===== src/irq_unit_pkg.sv =====
// constants, types and register map of the vectored interrupt unit
// assumes an 8-bit register port from the core and same-clock flag sources
package irq_unit_pkg;
    localparam int NUM_SRC  = 19;            // maskable sources
    localparam int IDX_W    = 5;             // source index width
    localparam int GLOBAL_BIT = 7;           // global enable position
    localparam int HWCLR_CNT  = 4;           // sources cleared on vectoring
    localparam int T2_SRC     = 5;           // timer2 source number
    localparam logic [7:0] ADDR_EN0  = 8'hA8; // primary enable
    localparam logic [7:0] ADDR_PRI0 = 8'hB8; // primary priority
    localparam logic [7:0] ADDR_EN1  = 8'hE6; // extended enable 1
    localparam logic [7:0] ADDR_PRI1 = 8'hF6; // extended priority 1
    localparam logic [7:0] ADDR_EN2  = 8'hE7; // extended enable 2
    localparam logic [7:0] ADDR_PRI2 = 8'hF7; // extended priority 2
    localparam logic [7:0] BIT_BASE_MASK = 8'hF8; // byte of a bit address
    localparam logic [7:0] RST_EN    = 8'h00; // enable reset value
    localparam logic [7:0] RST_PRI   = 8'h00; // priority reset value
    localparam logic [7:0] PRI0_FIXED = 8'h80; // priority bit 7 reads one
    localparam logic [7:0] EN2_MASK  = 8'h0F; // implemented extended-2 bits
    localparam logic [15:0] VEC_RESET = 16'h0000; // unmaskable reset entry
    localparam logic [15:0] VEC_BASE  = 16'h0003; // source zero entry
    localparam int DETECT_CYC = 1;           // request detect clocks
    localparam int CALL_CYC   = 5;           // long call clocks
    localparam int RET_CYC    = 5;           // return clocks
    localparam int DIV_CYC    = 8;           // divide clocks
    localparam int MIN_RESP   = DETECT_CYC + 1 + CALL_CYC;                // 7
    localparam int MAX_RESP   = DETECT_CYC + RET_CYC + DIV_CYC + CALL_CYC; // 19

    // byte-wide register access from the core
    typedef struct packed {
        logic [7:0] addr;
        logic [7:0] wdata;
        logic       wr;
        logic       rd;
    } sfr_bus_t;

    // single-bit write from the core
    typedef struct packed {
        logic [7:0] addr;
        logic       val;
        logic       wr;
    } bit_bus_t;
endpackage : irq_unit_pkg


===== src/two_level_vectored_irq_unit.sv =====
// vectored two-level interrupt unit: masks, priorities, arbitration
// assumes the core pulses instr_done, return_from_irq_op_done and irq_ack on one clock
`timescale 1ns/1ps
module two_level_vectored_irq_unit
    import irq_unit_pkg::*;
(
    input  wire logic                ref_clk_in,     // system clock
    input  wire logic                rst_in,         // sync reset, high
    input  wire logic                clk_en_in,      // freezes all state
    input  wire sfr_bus_t            sfr_bus_in,     // byte register access
    input  wire bit_bus_t            bit_bus_in,     // bit register access
    input  wire logic [NUM_SRC-1:0]  pend_in,        // pending flags by order
    input  wire logic                t2_high_flag_in, // timer2 high overflow
    input  wire logic                instr_done_in,  // non-return instr ends
    input  wire logic                return_from_irq_op_done_in,   // return instr ends
    input  wire logic                irq_ack_in,     // core starts long call
    output logic [7:0]               sfr_rdata_out,  // read data
    output logic                     irq_req_out,    // request to core
    output logic [15:0]              vector_out,     // call target
    output logic [NUM_SRC-1:0]       hw_clear_out,   // flag clear pulses
    output logic                     hi_active_out,  // high level in service
    output logic                     lo_active_out   // low level in service
);
    // register state
    logic [7:0] en0_reg;                  // primary enable
    logic [6:0] pri0_reg;                 // primary priority bits 6..0
    logic [7:0] en1_reg;                  // extended enable 1
    logic [7:0] pri1_reg;                 // extended priority 1
    logic [7:0] en2_reg;                  // extended enable 2
    logic [7:0] pri2_reg;                 // extended priority 2
    logic       block_reg;                // one instruction after return
    logic       hi_act_reg;               // high routine running
    logic       lo_act_reg;               // low routine running
    logic [IDX_W-1:0] win_idx_reg;        // source behind vector_out
    logic       win_hi_reg;               // its level

    // lowest-numbered set bit, and whether any is set
    function automatic logic [IDX_W:0] first_set(input logic [NUM_SRC-1:0] v);
        logic [IDX_W:0] r;
        r = '0;
        for (int i = NUM_SRC - 1; i >= 0; i--) begin
            if (v[i]) begin
                r = {1'b1, i[IDX_W-1:0]};
            end
        end
        return r;
    endfunction : first_set

    // vector for a source: base plus eight bytes per step
    function automatic logic [15:0] vec_of(input logic [IDX_W-1:0] idx);
        return VEC_BASE + {8'h00, idx, 3'b000};
    endfunction : vec_of

    // bit write merged into a byte
    function automatic logic [7:0] bit_put(input logic [7:0] cur,
                                           input logic [2:0] pos,
                                           input logic       val);
        logic [7:0] r;
        r = cur;
        r[pos] = val;
        return r;
    endfunction : bit_put

    // register decode
    wire byte_en0  = sfr_bus_in.wr && (sfr_bus_in.addr == ADDR_EN0);
    wire byte_pri0 = sfr_bus_in.wr && (sfr_bus_in.addr == ADDR_PRI0);
    wire byte_en1  = sfr_bus_in.wr && (sfr_bus_in.addr == ADDR_EN1);
    wire byte_pri1 = sfr_bus_in.wr && (sfr_bus_in.addr == ADDR_PRI1);
    wire byte_en2  = sfr_bus_in.wr && (sfr_bus_in.addr == ADDR_EN2);
    wire byte_pri2 = sfr_bus_in.wr && (sfr_bus_in.addr == ADDR_PRI2);
    wire [7:0] bit_byte = bit_bus_in.addr & BIT_BASE_MASK;
    wire [2:0] bit_pos  = bit_bus_in.addr[2:0];
    wire bit_en0  = bit_bus_in.wr && (bit_byte == ADDR_EN0);
    wire bit_pri0 = bit_bus_in.wr && (bit_byte == ADDR_PRI0);
    wire [7:0] pri0_full = PRI0_FIXED | {1'b0, pri0_reg};

    // next register values, byte write before bit write
    wire [7:0] en0_next  = byte_en0 ? sfr_bus_in.wdata :
                           bit_en0 ? bit_put(en0_reg, bit_pos, bit_bus_in.val) :
                           en0_reg;
    wire [7:0] pri0_wr   = byte_pri0 ? sfr_bus_in.wdata :
                           bit_pri0 ? bit_put(pri0_full, bit_pos, bit_bus_in.val) :
                           pri0_full;
    wire [6:0] pri0_next = pri0_wr[6:0];
    wire [7:0] en1_next  = byte_en1 ? sfr_bus_in.wdata : en1_reg;
    wire [7:0] pri1_next = byte_pri1 ? sfr_bus_in.wdata : pri1_reg;
    wire [7:0] en2_next  = byte_en2 ? (sfr_bus_in.wdata & EN2_MASK) : en2_reg;
    wire [7:0] pri2_next = byte_pri2 ? (sfr_bus_in.wdata & EN2_MASK) : pri2_reg;

    // read mux, unmapped reads zero
    wire [7:0] rdata_next =
        !sfr_bus_in.rd                  ? sfr_rdata_out :
        (sfr_bus_in.addr == ADDR_EN0)   ? en0_reg :
        (sfr_bus_in.addr == ADDR_PRI0)  ? pri0_full :
        (sfr_bus_in.addr == ADDR_EN1)   ? en1_reg :
        (sfr_bus_in.addr == ADDR_PRI1)  ? pri1_reg :
        (sfr_bus_in.addr == ADDR_EN2)   ? en2_reg :
        (sfr_bus_in.addr == ADDR_PRI2)  ? pri2_reg : 8'h00;

    // per-source masks and levels in fixed order
    wire [NUM_SRC-1:0] src_en  = {en2_reg[3:0], en1_reg, en0_reg[6:0]};
    wire [NUM_SRC-1:0] src_pri = {pri2_reg[3:0], pri1_reg, pri0_reg};
    // flags are level inputs, never stored here; read-only and indirect
    // flags arrive the same way and a cleared mask is what stops them
    wire [NUM_SRC-1:0] flags   = pend_in |
                                 ({{(NUM_SRC-1){1'b0}}, t2_high_flag_in}
                                  << T2_SRC);
    // masked flags stay pending outside, ready once enabled again
    wire [NUM_SRC-1:0] elig    = flags & src_en &
                                 {NUM_SRC{en0_reg[GLOBAL_BIT]}};
    // high may enter unless high runs; low only when nothing runs
    wire [NUM_SRC-1:0] hi_cand = elig & src_pri &
                                 {NUM_SRC{!hi_act_reg}};
    wire [NUM_SRC-1:0] lo_cand = elig & ~src_pri &
                                 {NUM_SRC{!hi_act_reg && !lo_act_reg}};
    wire [IDX_W:0] hi_pick = first_set(hi_cand);
    wire [IDX_W:0] lo_pick = first_set(lo_cand);
    // no new request on the return, on the instruction after it, or on ack
    wire hold = block_reg || return_from_irq_op_done_in || irq_ack_in;
    wire [IDX_W-1:0] pick_idx = hi_pick[IDX_W] ? hi_pick[IDX_W-1:0] :
                                                 lo_pick[IDX_W-1:0];
    wire req_next = !hold && (hi_pick[IDX_W] || lo_pick[IDX_W]);
    // hardware clear only for the first four sources
    wire ack_ok  = irq_ack_in && irq_req_out;
    wire clr_hit = ack_ok && (win_idx_reg < IDX_W'(HWCLR_CNT));
    wire [NUM_SRC-1:0] clr_next = clr_hit ?
        NUM_SRC'(1) << win_idx_reg : '0;

    // register file
    always_ff @(posedge ref_clk_in) begin
        if (rst_in) begin
            en0_reg  <= RST_EN;
            pri0_reg <= RST_PRI[6:0];
            en1_reg  <= RST_EN;
            pri1_reg <= RST_PRI;
            en2_reg  <= RST_EN;
            pri2_reg <= RST_PRI;
            sfr_rdata_out <= 8'h00;
        end else if (clk_en_in) begin
            en0_reg  <= en0_next;
            pri0_reg <= pri0_next;
            en1_reg  <= en1_next;
            pri1_reg <= pri1_next;
            en2_reg  <= en2_next;
            pri2_reg <= pri2_next;
            sfr_rdata_out <= rdata_next;
        end
    end

    // request, vector and clear outputs, one detect clock
    always_ff @(posedge ref_clk_in) begin
        if (rst_in) begin
            irq_req_out  <= 1'b0;
            vector_out   <= VEC_RESET;
            win_idx_reg  <= '0;
            win_hi_reg   <= 1'b0;
            hw_clear_out <= '0;
        end else if (clk_en_in) begin
            irq_req_out  <= req_next;
            vector_out   <= req_next ? vec_of(pick_idx) : vector_out;
            win_idx_reg  <= req_next ? pick_idx : win_idx_reg;
            win_hi_reg   <= req_next ? hi_pick[IDX_W] : win_hi_reg;
            hw_clear_out <= clr_next;
        end
    end

    // in-service levels and post-return hold
    always_ff @(posedge ref_clk_in) begin
        if (rst_in) begin
            hi_act_reg <= 1'b0;
            lo_act_reg <= 1'b0;
            block_reg  <= 1'b0;
        end else if (clk_en_in) begin
            // set on return wins over clear by an instruction end
            if (return_from_irq_op_done_in) begin
                block_reg <= 1'b1;
            end else if (instr_done_in) begin
                block_reg <= 1'b0;
            end
            if (ack_ok && win_hi_reg) begin
                hi_act_reg <= 1'b1;
            end else if (ack_ok) begin
                lo_act_reg <= 1'b1;
            end else if (return_from_irq_op_done_in && hi_act_reg) begin
                hi_act_reg <= 1'b0;
            end else if (return_from_irq_op_done_in) begin
                lo_act_reg <= 1'b0;
            end
        end
    end

    // level status straight from flops
    always_ff @(posedge ref_clk_in) begin
        if (rst_in) begin
            hi_active_out <= 1'b0;
            lo_active_out <= 1'b0;
        end else if (clk_en_in) begin
            hi_active_out <= hi_act_reg;
            lo_active_out <= lo_act_reg;
        end
    end

    // checks, all on the system clock and quiet during reset

    // no request one clock after the global bit is seen low
    chk_global_gate: assert property (@(posedge ref_clk_in) disable iff (rst_in)
        (clk_en_in && !en0_reg[GLOBAL_BIT]) |=> !irq_req_out)
        else $error("request while global enable low");

    // the return itself never raises a request
    chk_return_from_irq_op_hold: assert property (@(posedge ref_clk_in) disable iff (rst_in)
        (clk_en_in && return_from_irq_op_done_in) |=> !irq_req_out)
        else $error("request right after return");

    // call target follows the winning source
    chk_vector_map: assert property (@(posedge ref_clk_in) disable iff (rst_in)
        irq_req_out |-> (vector_out == VEC_BASE + {8'h00, win_idx_reg, 3'b000}))
        else $error("vector does not match source");

    // a taken call on sources zero to three pulses their clear
    chk_hw_clear: assert property (@(posedge ref_clk_in) disable iff (rst_in)
        (clk_en_in && ack_ok && win_idx_reg < IDX_W'(HWCLR_CNT))
        |=> hw_clear_out[$past(win_idx_reg)])
        else $error("missing hardware clear");

    // software-cleared sources never see a pulse
    chk_clear_scope: assert property (@(posedge ref_clk_in) disable iff (rst_in)
        hw_clear_out[NUM_SRC-1:HWCLR_CNT] == '0)
        else $error("clear on software-cleared source");

    // a running high routine blocks every request
    chk_high_nopreempt: assert property (@(posedge ref_clk_in) disable iff (rst_in)
        (clk_en_in && hi_act_reg) |=> !irq_req_out)
        else $error("high routine preempted");

    // during a low routine only high sources may ask
    chk_low_wait: assert property (@(posedge ref_clk_in) disable iff (rst_in)
        (irq_req_out && lo_act_reg) |-> win_hi_reg)
        else $error("low request during low routine");

    // priority bit seven always reads one
    chk_pri_bit7: assert property (@(posedge ref_clk_in) disable iff (rst_in)
        (clk_en_in && sfr_bus_in.rd && sfr_bus_in.addr == ADDR_PRI0)
        |=> sfr_rdata_out[7])
        else $error("priority bit 7 not one");

    // source zero wins in one clock unless a high source waits
    chk_detect_one: assert property (@(posedge ref_clk_in) disable iff (rst_in)
        (clk_en_in && !hold && !hi_act_reg && !lo_act_reg && elig[0] &&
         (src_pri[0] || !(|(elig & src_pri)))) |=>
        (irq_req_out && win_idx_reg == '0))
        else $error("source zero not granted in one clock");

    // any eligible source with nothing running asks after one clock
    chk_detect_any: assert property (@(posedge ref_clk_in) disable iff (rst_in)
        (clk_en_in && !hold && !hi_act_reg && !lo_act_reg && (|elig)) |=> irq_req_out)
        else $error("eligible source not requested");

    // a waiting high source goes first, also over a low routine
    chk_high_first: assert property (@(posedge ref_clk_in) disable iff (rst_in)
        (clk_en_in && !hold && !hi_act_reg && (|(elig & src_pri))) |=>
        (irq_req_out && win_hi_reg))
        else $error("high source not granted");

    // the call start drops the request
    chk_ack_drop: assert property (@(posedge ref_clk_in) disable iff (rst_in)
        (clk_en_in && irq_ack_in) |=> !irq_req_out)
        else $error("request held over call start");

    // hold stays until the instruction after the return ends
    chk_block_hold: assert property (@(posedge ref_clk_in) disable iff (rst_in)
        (clk_en_in && block_reg && !instr_done_in) |=> (block_reg && !irq_req_out))
        else $error("hold lost before next instruction");

    // the instruction after the return ends the hold
    chk_block_release: assert property (@(posedge ref_clk_in) disable iff (rst_in)
        (clk_en_in && block_reg && instr_done_in && !return_from_irq_op_done_in) |=> !block_reg)
        else $error("hold not released");

    // clear pulses last exactly one clock
    chk_clear_pulse: assert property (@(posedge ref_clk_in) disable iff (rst_in)
        (clk_en_in && (|hw_clear_out)) |=> (hw_clear_out == '0))
        else $error("clear pulse too long");

    // a taken high call marks the high level busy
    chk_level_high: assert property (@(posedge ref_clk_in) disable iff (rst_in)
        (clk_en_in && ack_ok && win_hi_reg) |=> hi_act_reg)
        else $error("high level not marked");

    // a taken low call marks the low level busy
    chk_level_low: assert property (@(posedge ref_clk_in) disable iff (rst_in)
        (clk_en_in && ack_ok && !win_hi_reg) |=> lo_act_reg)
        else $error("low level not marked");

    // return from high leaves a preempted low level in place
    chk_level_restore: assert property (@(posedge ref_clk_in) disable iff (rst_in)
        (clk_en_in && return_from_irq_op_done_in && !ack_ok && hi_act_reg) |=>
        (!hi_act_reg && lo_act_reg == $past(lo_act_reg)))
        else $error("level not restored on return");

    // enable low freezes request, target and primary enable
    chk_freeze_state: assert property (@(posedge ref_clk_in) disable iff (rst_in)
        !clk_en_in |=>
        ($stable(irq_req_out) && $stable(vector_out) && $stable(en0_reg)))
        else $error("state moved while enable low");

    // status outputs trail the level flops by one clock
    chk_status_follow: assert property (@(posedge ref_clk_in) disable iff (rst_in)
        clk_en_in |=>
        (hi_active_out == $past(hi_act_reg) && lo_active_out == $past(lo_act_reg)))
        else $error("level status out of step");
endmodule : two_level_vectored_irq_unit


===== config.mk =====
export PLATFORM = sky130hd
export DESIGN_NAME = two_level_vectored_irq_unit
export DESIGN_NICKNAME = d
export VERILOG_FILES = /design/src/irq_unit_pkg.sv /design/src/two_level_vectored_irq_unit.sv
export SDC_FILE = /design/constraint.sdc
export NUM_CORES = 1
export LEC_CHECK = 0
export BUFFER_PORTS_ARGS = -buffer_cell sky130_fd_sc_hd__buf_4
export CORE_UTILIZATION = 25
export CTS_BUF_LIST = sky130_fd_sc_hd__clkbuf_4
export DETAILED_ROUTE_END_ITERATION = 10
export GPL_ROUTABILITY_DRIVEN = 0
export SLEW_MARGIN = 5
export SYNTH_ARGS = -nofsm -noshare
export SYNTH_HDL_FRONTEND = slang
export SYNTH_SLANG_ARGS = --single-unit

===== constraint.sdc =====
create_clock -name ref_clk_in -period 4.8 [get_ports ref_clk_in]
set_input_delay 0.96 -clock ref_clk_in [delete_from_list [all_inputs] [get_ports ref_clk_in]]
set_output_delay 0.96 -clock ref_clk_in [all_outputs]
set_load 0.1 [all_outputs]

Word-level counts from Yosys, hierarchy flattened
Index checks and enable logic that the tools add are counted.
{"block": "word_totals", "ff_bits": 94, "inputBits": 54, "word_cells": 140}
{"block": "classes", "n_addsub": 1, "magnitude_cmp": 3, "eq_ne": 10, "shifts": 1, "muxes": 62, "n_bitwise": 9, "reduce_logical": 37}
{"op": "$mux 6", "count": 38}
{"op": "$and 19x19->19", "count": 6}
{"op": "$eq 8x8->1 const B", "count": 6}
{"op": "$mux 8", "count": 6}
{"op": "$mux 19", "count": 1}
{"op": "$not 19->19", "count": 1}
{"op": "$or 19x6->19", "count": 1}
{"op": "$shl 1x5->19 const A", "count": 1}
{"op": "$reduce_and 2->1", "count": 9}
{"op": "$bwmux 8", "count": 2}
{"op": "$logic_and 1x1->1", "count": 15}
{"op": "$mux 7", "count": 2}
{"op": "$eq 5x5->1 const B", "count": 2}
{"op": "$reduce_bool 2->1", "count": 5}
{"op": "$add 2x8->9 const A", "count": 1}
{"op": "$mux 1", "count": 9}
{"op": "$mux 4", "count": 2}
{"op": "$lt 5x3->1 const B", "count": 1}
{"op": "$mux 5", "count": 1}
{"op": "$lt 3x4->1 const B", "count": 1}
{"op": "$reduce_and 4->1", "count": 1}
{"op": "$demux 1 s3", "count": 1}
{"op": "$ge 3x1->1 const B", "count": 1}
{"op": "$logic_not 1->1", "count": 3}
{"op": "5 further kinds", "count": 7}

Longest topological paths before layout
Gate-level depths: netlist of the first run.
{"block": "depth", "depth_word": 27, "mapped_depth": 9}

Worst setup path after synthesis of the first run
Ideal clock, no wire load.
{"block": "synth_timing", "kind": "input -> register", "start": "input sfr_bus_in[12] in the netlist's numbering", "end": "register en0_reg[6]", "setup_time_ns": 0.086, "arrival_ns": 2.637, "setup_slack_ns": 2.078, "path_stages": 9, "path_buffers": 2, "path_cell_list": "or4b_1 > nor3_4 > nand3b_2 > o21ai_1 > and2_1 > buf_2 > buf_4 > a21oi_1 > a211oi_1"}
{"block": "synth_via", "elab_chain_cells": 4, "word_cells_on_any_way": 5, "classes_between": "eq/ne (1); mux (1); reduce/logical (3)"}
{"item": "start, declared", "line": "two_level_vectored_irq_unit.sv:10", "rtl": "input wire sfr_bus_t sfr_bus_in,"}
{"item": "$eq 8x8->1 (*)", "line": "two_level_vectored_irq_unit.sv:65", "rtl": "wire byte_en0 = sfr_bus_in.wr && (sfr_bus_in.addr == ADDR_EN0);"}
{"item": "$logic_and 1x1->1 (*)", "line": "two_level_vectored_irq_unit.sv:65"}
{"item": "$reduce_bool 2->1 (no line)"}
{"item": "$reduce_and 2->1 (no line)"}
{"item": "end signal, assigned", "line": "two_level_vectored_irq_unit.sv:140", "rtl": "en0_reg <= en0_next;"}
{"item": "end, declared", "line": "two_level_vectored_irq_unit.sv:25", "rtl": "logic [7:0] en0_reg;"}
Every way passes the cells marked *; elsewhere a longest branch is shown, timed or not.
A chain may end at the register's enable or synchronous reset.

Worst setup path after layout of the first run
{"block": "layout_timing", "start": "input sfr_bus_in[12] in the netlist's numbering", "end": "register en0_reg[4]"}
Same word-level chain as after synthesis.

==> flow_results.org, run 1 <==
** Die
- 100 I/O pins were placed.
- Die Area :: 0.0179 mm²
- Die Height :: 134 µm
- From left edge to right edge, the die measures 134 µm.
- Effective utilization at floorplan :: 25.9%
- The initialized floorplan defines 47 standard-cell rows.
- In this run the standard cell core region covers 0.0168 mm².

** Worst setup path
- The critical path is of the input pin to flip-flop type.
- Of all nets on the critical path, the largest fanout is 22.
- STA classifies the critical path endpoint as a flip-flop.
- At the worst endpoint, the required time is 5.17 ns.
- Data on the critical path arrives at its endpoint at 3.44 ns.
- Startpoint types :: input pin

** Global route
- Total routing resource utilization after global routing :: 14.9%
- Global-route congestion overflow total :: 0
- Largest net degree at the start of global routing :: 63
- The first global-routing pass estimated 20400 µm of wire.
- Number of antenna violations at the first check in global routing :: 1
- Via count of the first global-routing pass :: 3747

** STA
- The number of slew-limit violations in the final report was 0.
- Maximum operating frequency :: 325 MHz
- Setup repair after global routing left no endpoint under its margin.
- The number of endpoints with negative hold slack in the final report was 0.
- Of the available clock period, the critical path in the final layout requires 64.0%.
- Across the routed clock network, the largest skew measured is 0.0222 ns.
- Total negative slack :: 0 ns
- Tightest Pin Transition :: 0.906 ns
- Max transition margin :: 39.4%
- Shortest period the worst path allows :: 3.07 ns
- Setup violations remaining at the end of the flow were counted as 0.
- The worst path meets setup with 1.73 ns of slack.

** Place
- Counting tap cells, the placed design contains a total of 808 instances.
- Count of input and output buffers :: 90
- Worst slack at placement :: 1.28 ns
- The HPWL after detailed placement is 9940 µm.

** Final layout
- Sequential Area :: 0.00158 mm²
- hw_clear_out holds more flip-flops than any other register.
- Number of nets in the layout :: 653
- The post-route netlist has 22.0% of its cells at a drive strength greater than 1.
- The register with the most flip-flops in the layout has 19 of them.
- Non-filler instance count after layout :: 825
- Synth-to-layout area growth :: 22.4%
- Measured on the finished design, the core utilization comes to 31.7%.
- Summing all multi-input logic gate instances after layout gives 0.00255 mm².
- The layout has 1805 filler cells.

** Run status
- Result of the run :: finished, final reports clean

** Synthesis
- After synthesis, the netlist uses 63 different library cells.
- Counting flops with an async set or reset pin after synthesis yields a share of 0%.
- The synthesized netlist occupies a cell area of 0.00433 mm².
- Flip-flop and latch count after synthesis :: 79
- After synthesis, the mean cell area works out to 8.26 µm².
- Synthesized instance count :: 525
- Among all flip-flop cells after synthesis, the most frequent one is dfxtp_1.
- Number of enable-type register cells in the synthesized netlist :: 0
- For this run, the number of Yosys warnings is 0.
- For this run, the register share of the synthesized area comes to 36.5%.

** Drt
- Using the TritonRoute via totals, the vias-per-cell ratio works out to 4.96.
- For this run, the detailed router's first-pass iteration total came to 5.
- Routed vias :: 4093
- Wires add up to 13100 µm.
- The detailed router finished its first iteration with 261 violations.
- Dividing the detail-routed wire length by the instance count gives 15.9 µm.
- Antenna Nets Post-Route :: 0
- For this run, design rule violations remaining after detail routing come to 0.

** Clock tree
- Resize count post-CTS :: 0
- Sink Count :: 79
- Clock root buffer :: clkbuf_4
- Hold repair after CTS inserted 0 buffers.
- TritonCTS clock tree :: done
- CTS built an H-tree with a depth of 3.
- Latest clock arrival within the worst-skew pair :: 0.45 ns
- Maximum clock insertion buffer count :: 2
- Post-CTS setup-driven buffer insertion count :: 0
- Total CTS buffers :: 9
- After clock tree synthesis, the clock-pin slew on the worst setup and hold paths is 0.14 ns.

** Power
- The analysis attributes to net switching a power of 0.000361 W.
- LEAKAGE :: 2.07 nW
- The clock network burns 36.6% of the power.
- In this run the power density over the cells is 241 mW/mm².
- The completed layout was analyzed and its total power is 0.00128 W.
- Across the VDD grid, the largest voltage drop is 0.114 mV.
- Proportion of total power due to net switching :: 28.3%
- Power Internal :: 0.000916 W
- Seq pwr share :: 51.7%
- Comb power frac :: 11.7%

** Hold path
- The min-delay analysis places its worst path in the category flip-flop to flip-flop.

** Flow run
- Max-capacitance violation count :: 0
-- critical path: stages --
cell and delay [ns]:
buf_4 0.11, or4b_1 0.56, nor3_4 0.12, buf_4 0.24, nand3b_2 0.36, o21ai_1 0.17
and2_1 0.48, o21ai_0 0.17, a221oi_1 0.26
-- final cells by class --
cell class / instances / share of cell area, %
Multi-Input combinational cell: 408 / 48.1
Sequential cell: 79 / 29.8
Timing Repair Buffer: 94 / 13.3
Tap cell: 220 / 5.19
Clock inverter: 7 / 1.77
Clock buffer: 9 / 1.27
Inverter: 7 / 0.495
Antenna cell: 1 / 0.0472
-- per-stage QoR --
stage / cell area (µm²) / hold slack [ns]
finish: 5310 / 0.464
global route: 5310 / 0.489
CTS: 5300 / 0.467
detailed placement: 5140 / 0.445
global placement: 5140 / 0.441
floorplan: 4360 / 0.437
-- path summary, 6_finish.rpt --
| kind | from | end | slack [ns] | depth (start not counted) |
|---|---|---|---|---|
| worst min-delay path | block_reg$_SDFFE_PP0P_ | block_reg$_SDFFE_PP0P_ | 0.46 | 2 |
| worst max-delay path | sfr_bus_in[12] | en0_reg[4]$_SDFFE_PP0P_ | 1.73 | 9 |
| worst max register to register | hi_act_reg$_SDFFE_PP0P_ | win_idx_reg[1]$_SDFFE_PP0P_ | 2.35 | 7 |
| worst min register to register | block_reg$_SDFFE_PP0P_ | block_reg$_SDFFE_PP0P_ | 0.46 | 2 |
-- cell usage in the layout, fill, tap and decap left out, types with 3 or more instances in the layout --
| cell type | count |
|---|---|
| nand2b_1 | 7 |
| nand2_1 | 52 |
| conb_1 | 9 |
| nand3_1 | 23 |
| mux2_2 | 5 |
| clkbuf_4 | 9 |
| dfxtp_1 | 79 |
| buf_4 | 94 |
| a211oi_1 | 21 |
| or3_1 | 3 |
| and2_1 | 18 |
| a31oi_1 | 7 |
| nor2_1 | 60 |
| nand4_1 | 4 |
| o211ai_1 | 4 |
| o31ai_1 | 4 |
| nor2b_1 | 5 |
| mux2i_1 | 30 |
| a21oi_1 | 43 |
| nand3b_1 | 14 |
| inv_1 | 7 |
| a221oi_1 | 8 |
| nor3_1 | 7 |
| a22oi_1 | 3 |
| o21ai_0 | 30 |
-- power by group through the flow --
stage	sequential, W	clock, W	combinational [W]
after global placement	0.000675	0	0.000150
after detailed placement	0.000675	0	0.000150
after floorplan	0.000690	0	0.0000777
final	0.000661	0.000467	0.000149
after CTS	0.000661	0.000478	0.000150
after global routing	0.000662	0.000505	0.000159
-- cell usage after synthesis (7+ instances only) --
cell type  count  area, µm²
inv_1          7       26.3
a221oi_1       8       70.1
nand3b_1      14        105
nand2b_1       7       43.8
a211oi_1      21        158
o21ai_0       30        150
nor2_1        60        225
nand3_1       23        115
mux2i_1       30        300
nand2_1       52        195
a21oi_1       43        215
a31oi_1        7       43.8
dfxtp_1       79       1580
buf_4         11       82.6
clkbuf_1      19       71.3
nor3_1         7       35.0
and2_1        18        113
-- metal layers --
layer | vias to the layer above | global-route usage [%] | wire length [µm]
met5 | - | 0 | 0
met4 | 0 | 4.86 | 249
met3 | 14 | 3.65 | 715
met2 | 115 | 24.7 | 6200
met1 | 1913 | 18.9 | 5960
li1 | 2051 | - | -
-- logic make-up (layout without fill, tap and decap cells) --
| kind of cell | count (synthesis) | count (layout) | share of synthesized area [%] |
|---|---|---|---|
| compound gates | 147 | 147 | 22.9 |
| buf+inv | 46 | 117 | 5.46 |
| flops | 79 | 79 | 36.5 |
| mux | 37 | 37 | 9.27 |
| other cells | 1 | 10 | 0.0865 |
| simple gates | 215 | 215 | 25.8 |
Note: power is estimated with default switching activity, not from simulation.
==> inputs of run 2 (changes only) <==
clock period = 2.64 ns   (was 4.8 ns; I/O delays follow)
==> run 2 against run 1 <==
Compared with the run above: routed wire length up 3.5%; largest power group unchanged; non-clock buffer count up 20; largest cell class unchanged; highest routed layer unchanged; cell count up 2.4%.
==> flow_results.org, run 2 (synthesis gave the netlist of run 1 again) <==
** Final layout
- Number of nets in the layout :: 673 (+3.1%)
- Most common library cell in the layout ignoring fill and taps :: buf_4
- Compared with the post-synthesis result, the final layout area differs by 24.8%.
- Commonest cells after routing, fill and taps aside :: 114 x buf_4, 79 x dfxtp_1, 60 x nor2_1
- The register with the most flip-flops in the final layout is hw_clear_out.
- The flip-flop count of the largest register after layout came to 19 (unchanged).
- Post-Layout Inst Area :: 0.00541 mm² (+2.0%)
- The fraction of final layout cells sized beyond drive strength 1 came to 24.5% (+2.5 points).
- The count of filler cells inserted in the layout came to 1821 (+0.89%).

** Worst setup path
- STA classifies the critical path startpoint as a flip-flop.
- The worst setup path is captured at a flip-flop.
- Arrival time reported for the critical path endpoint :: 2.65 ns (-0.79 ns)
- Category of the critical setup timing path :: flip-flop to flip-flop
- The worst path required time came to 3.01 ns (-2.16 ns).
- The peak fanout along the critical path was 7 (-68%).

** Clock tree
- Post-CTS setup-driven buffer insertion count :: 0 (unchanged)
- Resize count post-CTS :: 0 (unchanged)
- Latest clock arrival within the worst-skew pair :: 0.46 ns (about the same)
- The number of H-tree levels was 3 (unchanged).
- The number of buffers on the longest clock path is 2 (unchanged).
- The number of buffers inserted for hold repair after clock tree synthesis was 0 (unchanged).
- TritonCTS clock tree :: done
- Clock root buffer :: clkbuf_4
- The CTS sink count is 79 (unchanged).
- Total CTS buffers :: 9 (unchanged)
- Clock transition at the registers of the reported paths :: 0.14 ns (about the same)

** STA
- Setup repair after global routing missed its margin :: no
- The final sum of negative setup slack was 0 ns (unchanged).
- Shortest period the worst path allows :: 2.28 ns
- Maximum operating frequency :: 439 MHz
- Dividing the final minimum period by the clock period gives 86.2%.
- Tightest Pin Transition :: 0.539 ns (-0.367 ns)
- The number of slew-limit violations in the final report is 0 (unchanged).
- Worst Skew :: 0.0302 ns (+0.00802 ns)
- Max transition margin :: 64.0% (+25 points)
- The number of endpoints with negative hold slack in the final report was 0 (unchanged).
- Number of endpoints failing setup at the final stage :: 0 (unchanged)

** Drt
- Detailed Route Iter0 Violations :: 451 (+73%)
- Antenna Nets Post-Route :: 0 (unchanged)
- The via count of the routed design came to 4211 (+2.9%).
- Total routed wirelength :: 13600 µm (+3.5%)
- The number of DRC violations after detailed routing came to 0 (unchanged).
- The number of vias per cell was 4.98 (+0.45%).
- The length of the first detailed-routing pass in iterations came to 5 (unchanged).
- Average wire per standard cell :: 16.1 µm (+1.0%)

** Global route
- Number of antenna violations at the first check in global routing :: 1 (unchanged)
- The global routing stage identified its most utilized layer as met2.
- Total routing resource utilization after global routing :: 15.5% (+0.60 points)
- Wire length of the first global-routing pass :: 21400 µm (+5.3%)
- GR Layer Usage met2 :: 25.3% (+0.52 points)
- The total global routing overflow is 0 (unchanged).
- The met1 track utilization from global routing was 19.7% (+0.84 points).
- Largest net degree at the start of global routing :: 36 (-43%)
- The via count of the first global-routing pass came to 4020 (+7.3%).
- Met3 track utilization from global routing :: 3.35% (-0.30 points)

** Power
- Peak supply drop :: 0.209 mV (+84%)
- LEAKAGE :: 2.14 nW (+3.8%)
- The power density over the cells is 392 mW/mm² (+63%).

** Die
- The total number of placement rows came to 47 (unchanged).
- The die area is 0.0179 mm² (unchanged).
- The initial standard-cell utilization of the core came to 25.9% (unchanged).
- The top-level I/O count came to 100 (unchanged).
- DIE WIDTH :: 134 µm (unchanged)
- The core area was 0.0168 mm² (unchanged).
- Die Height :: 134 µm (unchanged)

** Place
- The post-detailed-placement half-perimeter wirelength was 10500 µm (+5.7%).
- Cell area after placement :: 0.00529 mm² (+2.9%)
- Count of input and output buffers :: 90 (unchanged)

** Run status
- Result of the run :: finished, final reports clean

** Hold path
- The min-delay analysis places its worst path in the category input pin to flip-flop.

** Flow run
- Max-capacitance violation count :: 0 (unchanged)
run 2: worst paths after layout:
| path | startpoint | endpoint | slack (ns) | depth (start not counted) |
|---|---|---|---|---|
| max | en1_reg[0]$_SDFFE_PP0P_ | win_idx_reg[1]$_SDFFE_PP0P_ | 0.36 | 7 |
| min | sfr_bus_in[8] | en1_reg[6]$_SDFFE_PP0P_ | 0.34 | 3 |
| max reg2reg | en1_reg[0]$_SDFFE_PP0P_ | win_idx_reg[1]$_SDFFE_PP0P_ | 0.36 | 7 |
| min reg2reg | block_reg$_SDFFE_PP0P_ | block_reg$_SDFFE_PP0P_ | 0.46 | 2 |
run 2: power by group:
group | leakage, nW | switching [W] | internal [W]
Sequential | 0.637 | 0.00000335 | 0.00120
Combinational | 1.45 | 0.000192 | 0.0000854
Clock | 0.0609 | 0.000429 | 0.000213
Total | 2.14 | 0.000624 | 0.00150
run 2: final cells by class:
class	count	area, µm²	share of cell area (%)
multi-input combinational	408	2550	47.2
sequential	79	1580	29.2
timing repair buffer	114	856	15.8
tap	220	275	5.09
clock buffer	11	82.6	1.53
clock inverter	5	32.5	0.601
inverter	7	26.3	0.486
antenna	1	2.50	0.0463
run 2: metrics by stage:
stage          hold WS, ns  utilization (%)  std cells  total power [W]  setup slack [ns]
4_1_cts              0.323             32.3        844          0.00215             0.361
2_1_floorplan        0.437                -        533          0.00140             0.350
3_5_place_dp         0.447             31.6        828          0.00150             0.115
3_3_place_gp         0.443             31.6        828          0.00150             0.173
6_report             0.344             32.3        845          0.00212             0.364
5_1_grt              0.324             32.3        845          0.00221             0.195
run 2: layer usage:
metal / part of all wire (%) / vias to the layer above
li1: - / 2092
met1: 46 / 1974
met2: 46 / 124
met3: 5.0 / 21
met4: 2.5 / 0
met5: 0 / -
run 2: critical path, stage by stage (launching register included):
cell	delay, ns
dfxtp_1	0.37
nand3_1	0.18
o2111ai_1	0.21
a211o_1	0.37
or3_1	0.47
o21ai_4	0.26
nor2_1	0.09
a221oi_2	0.24
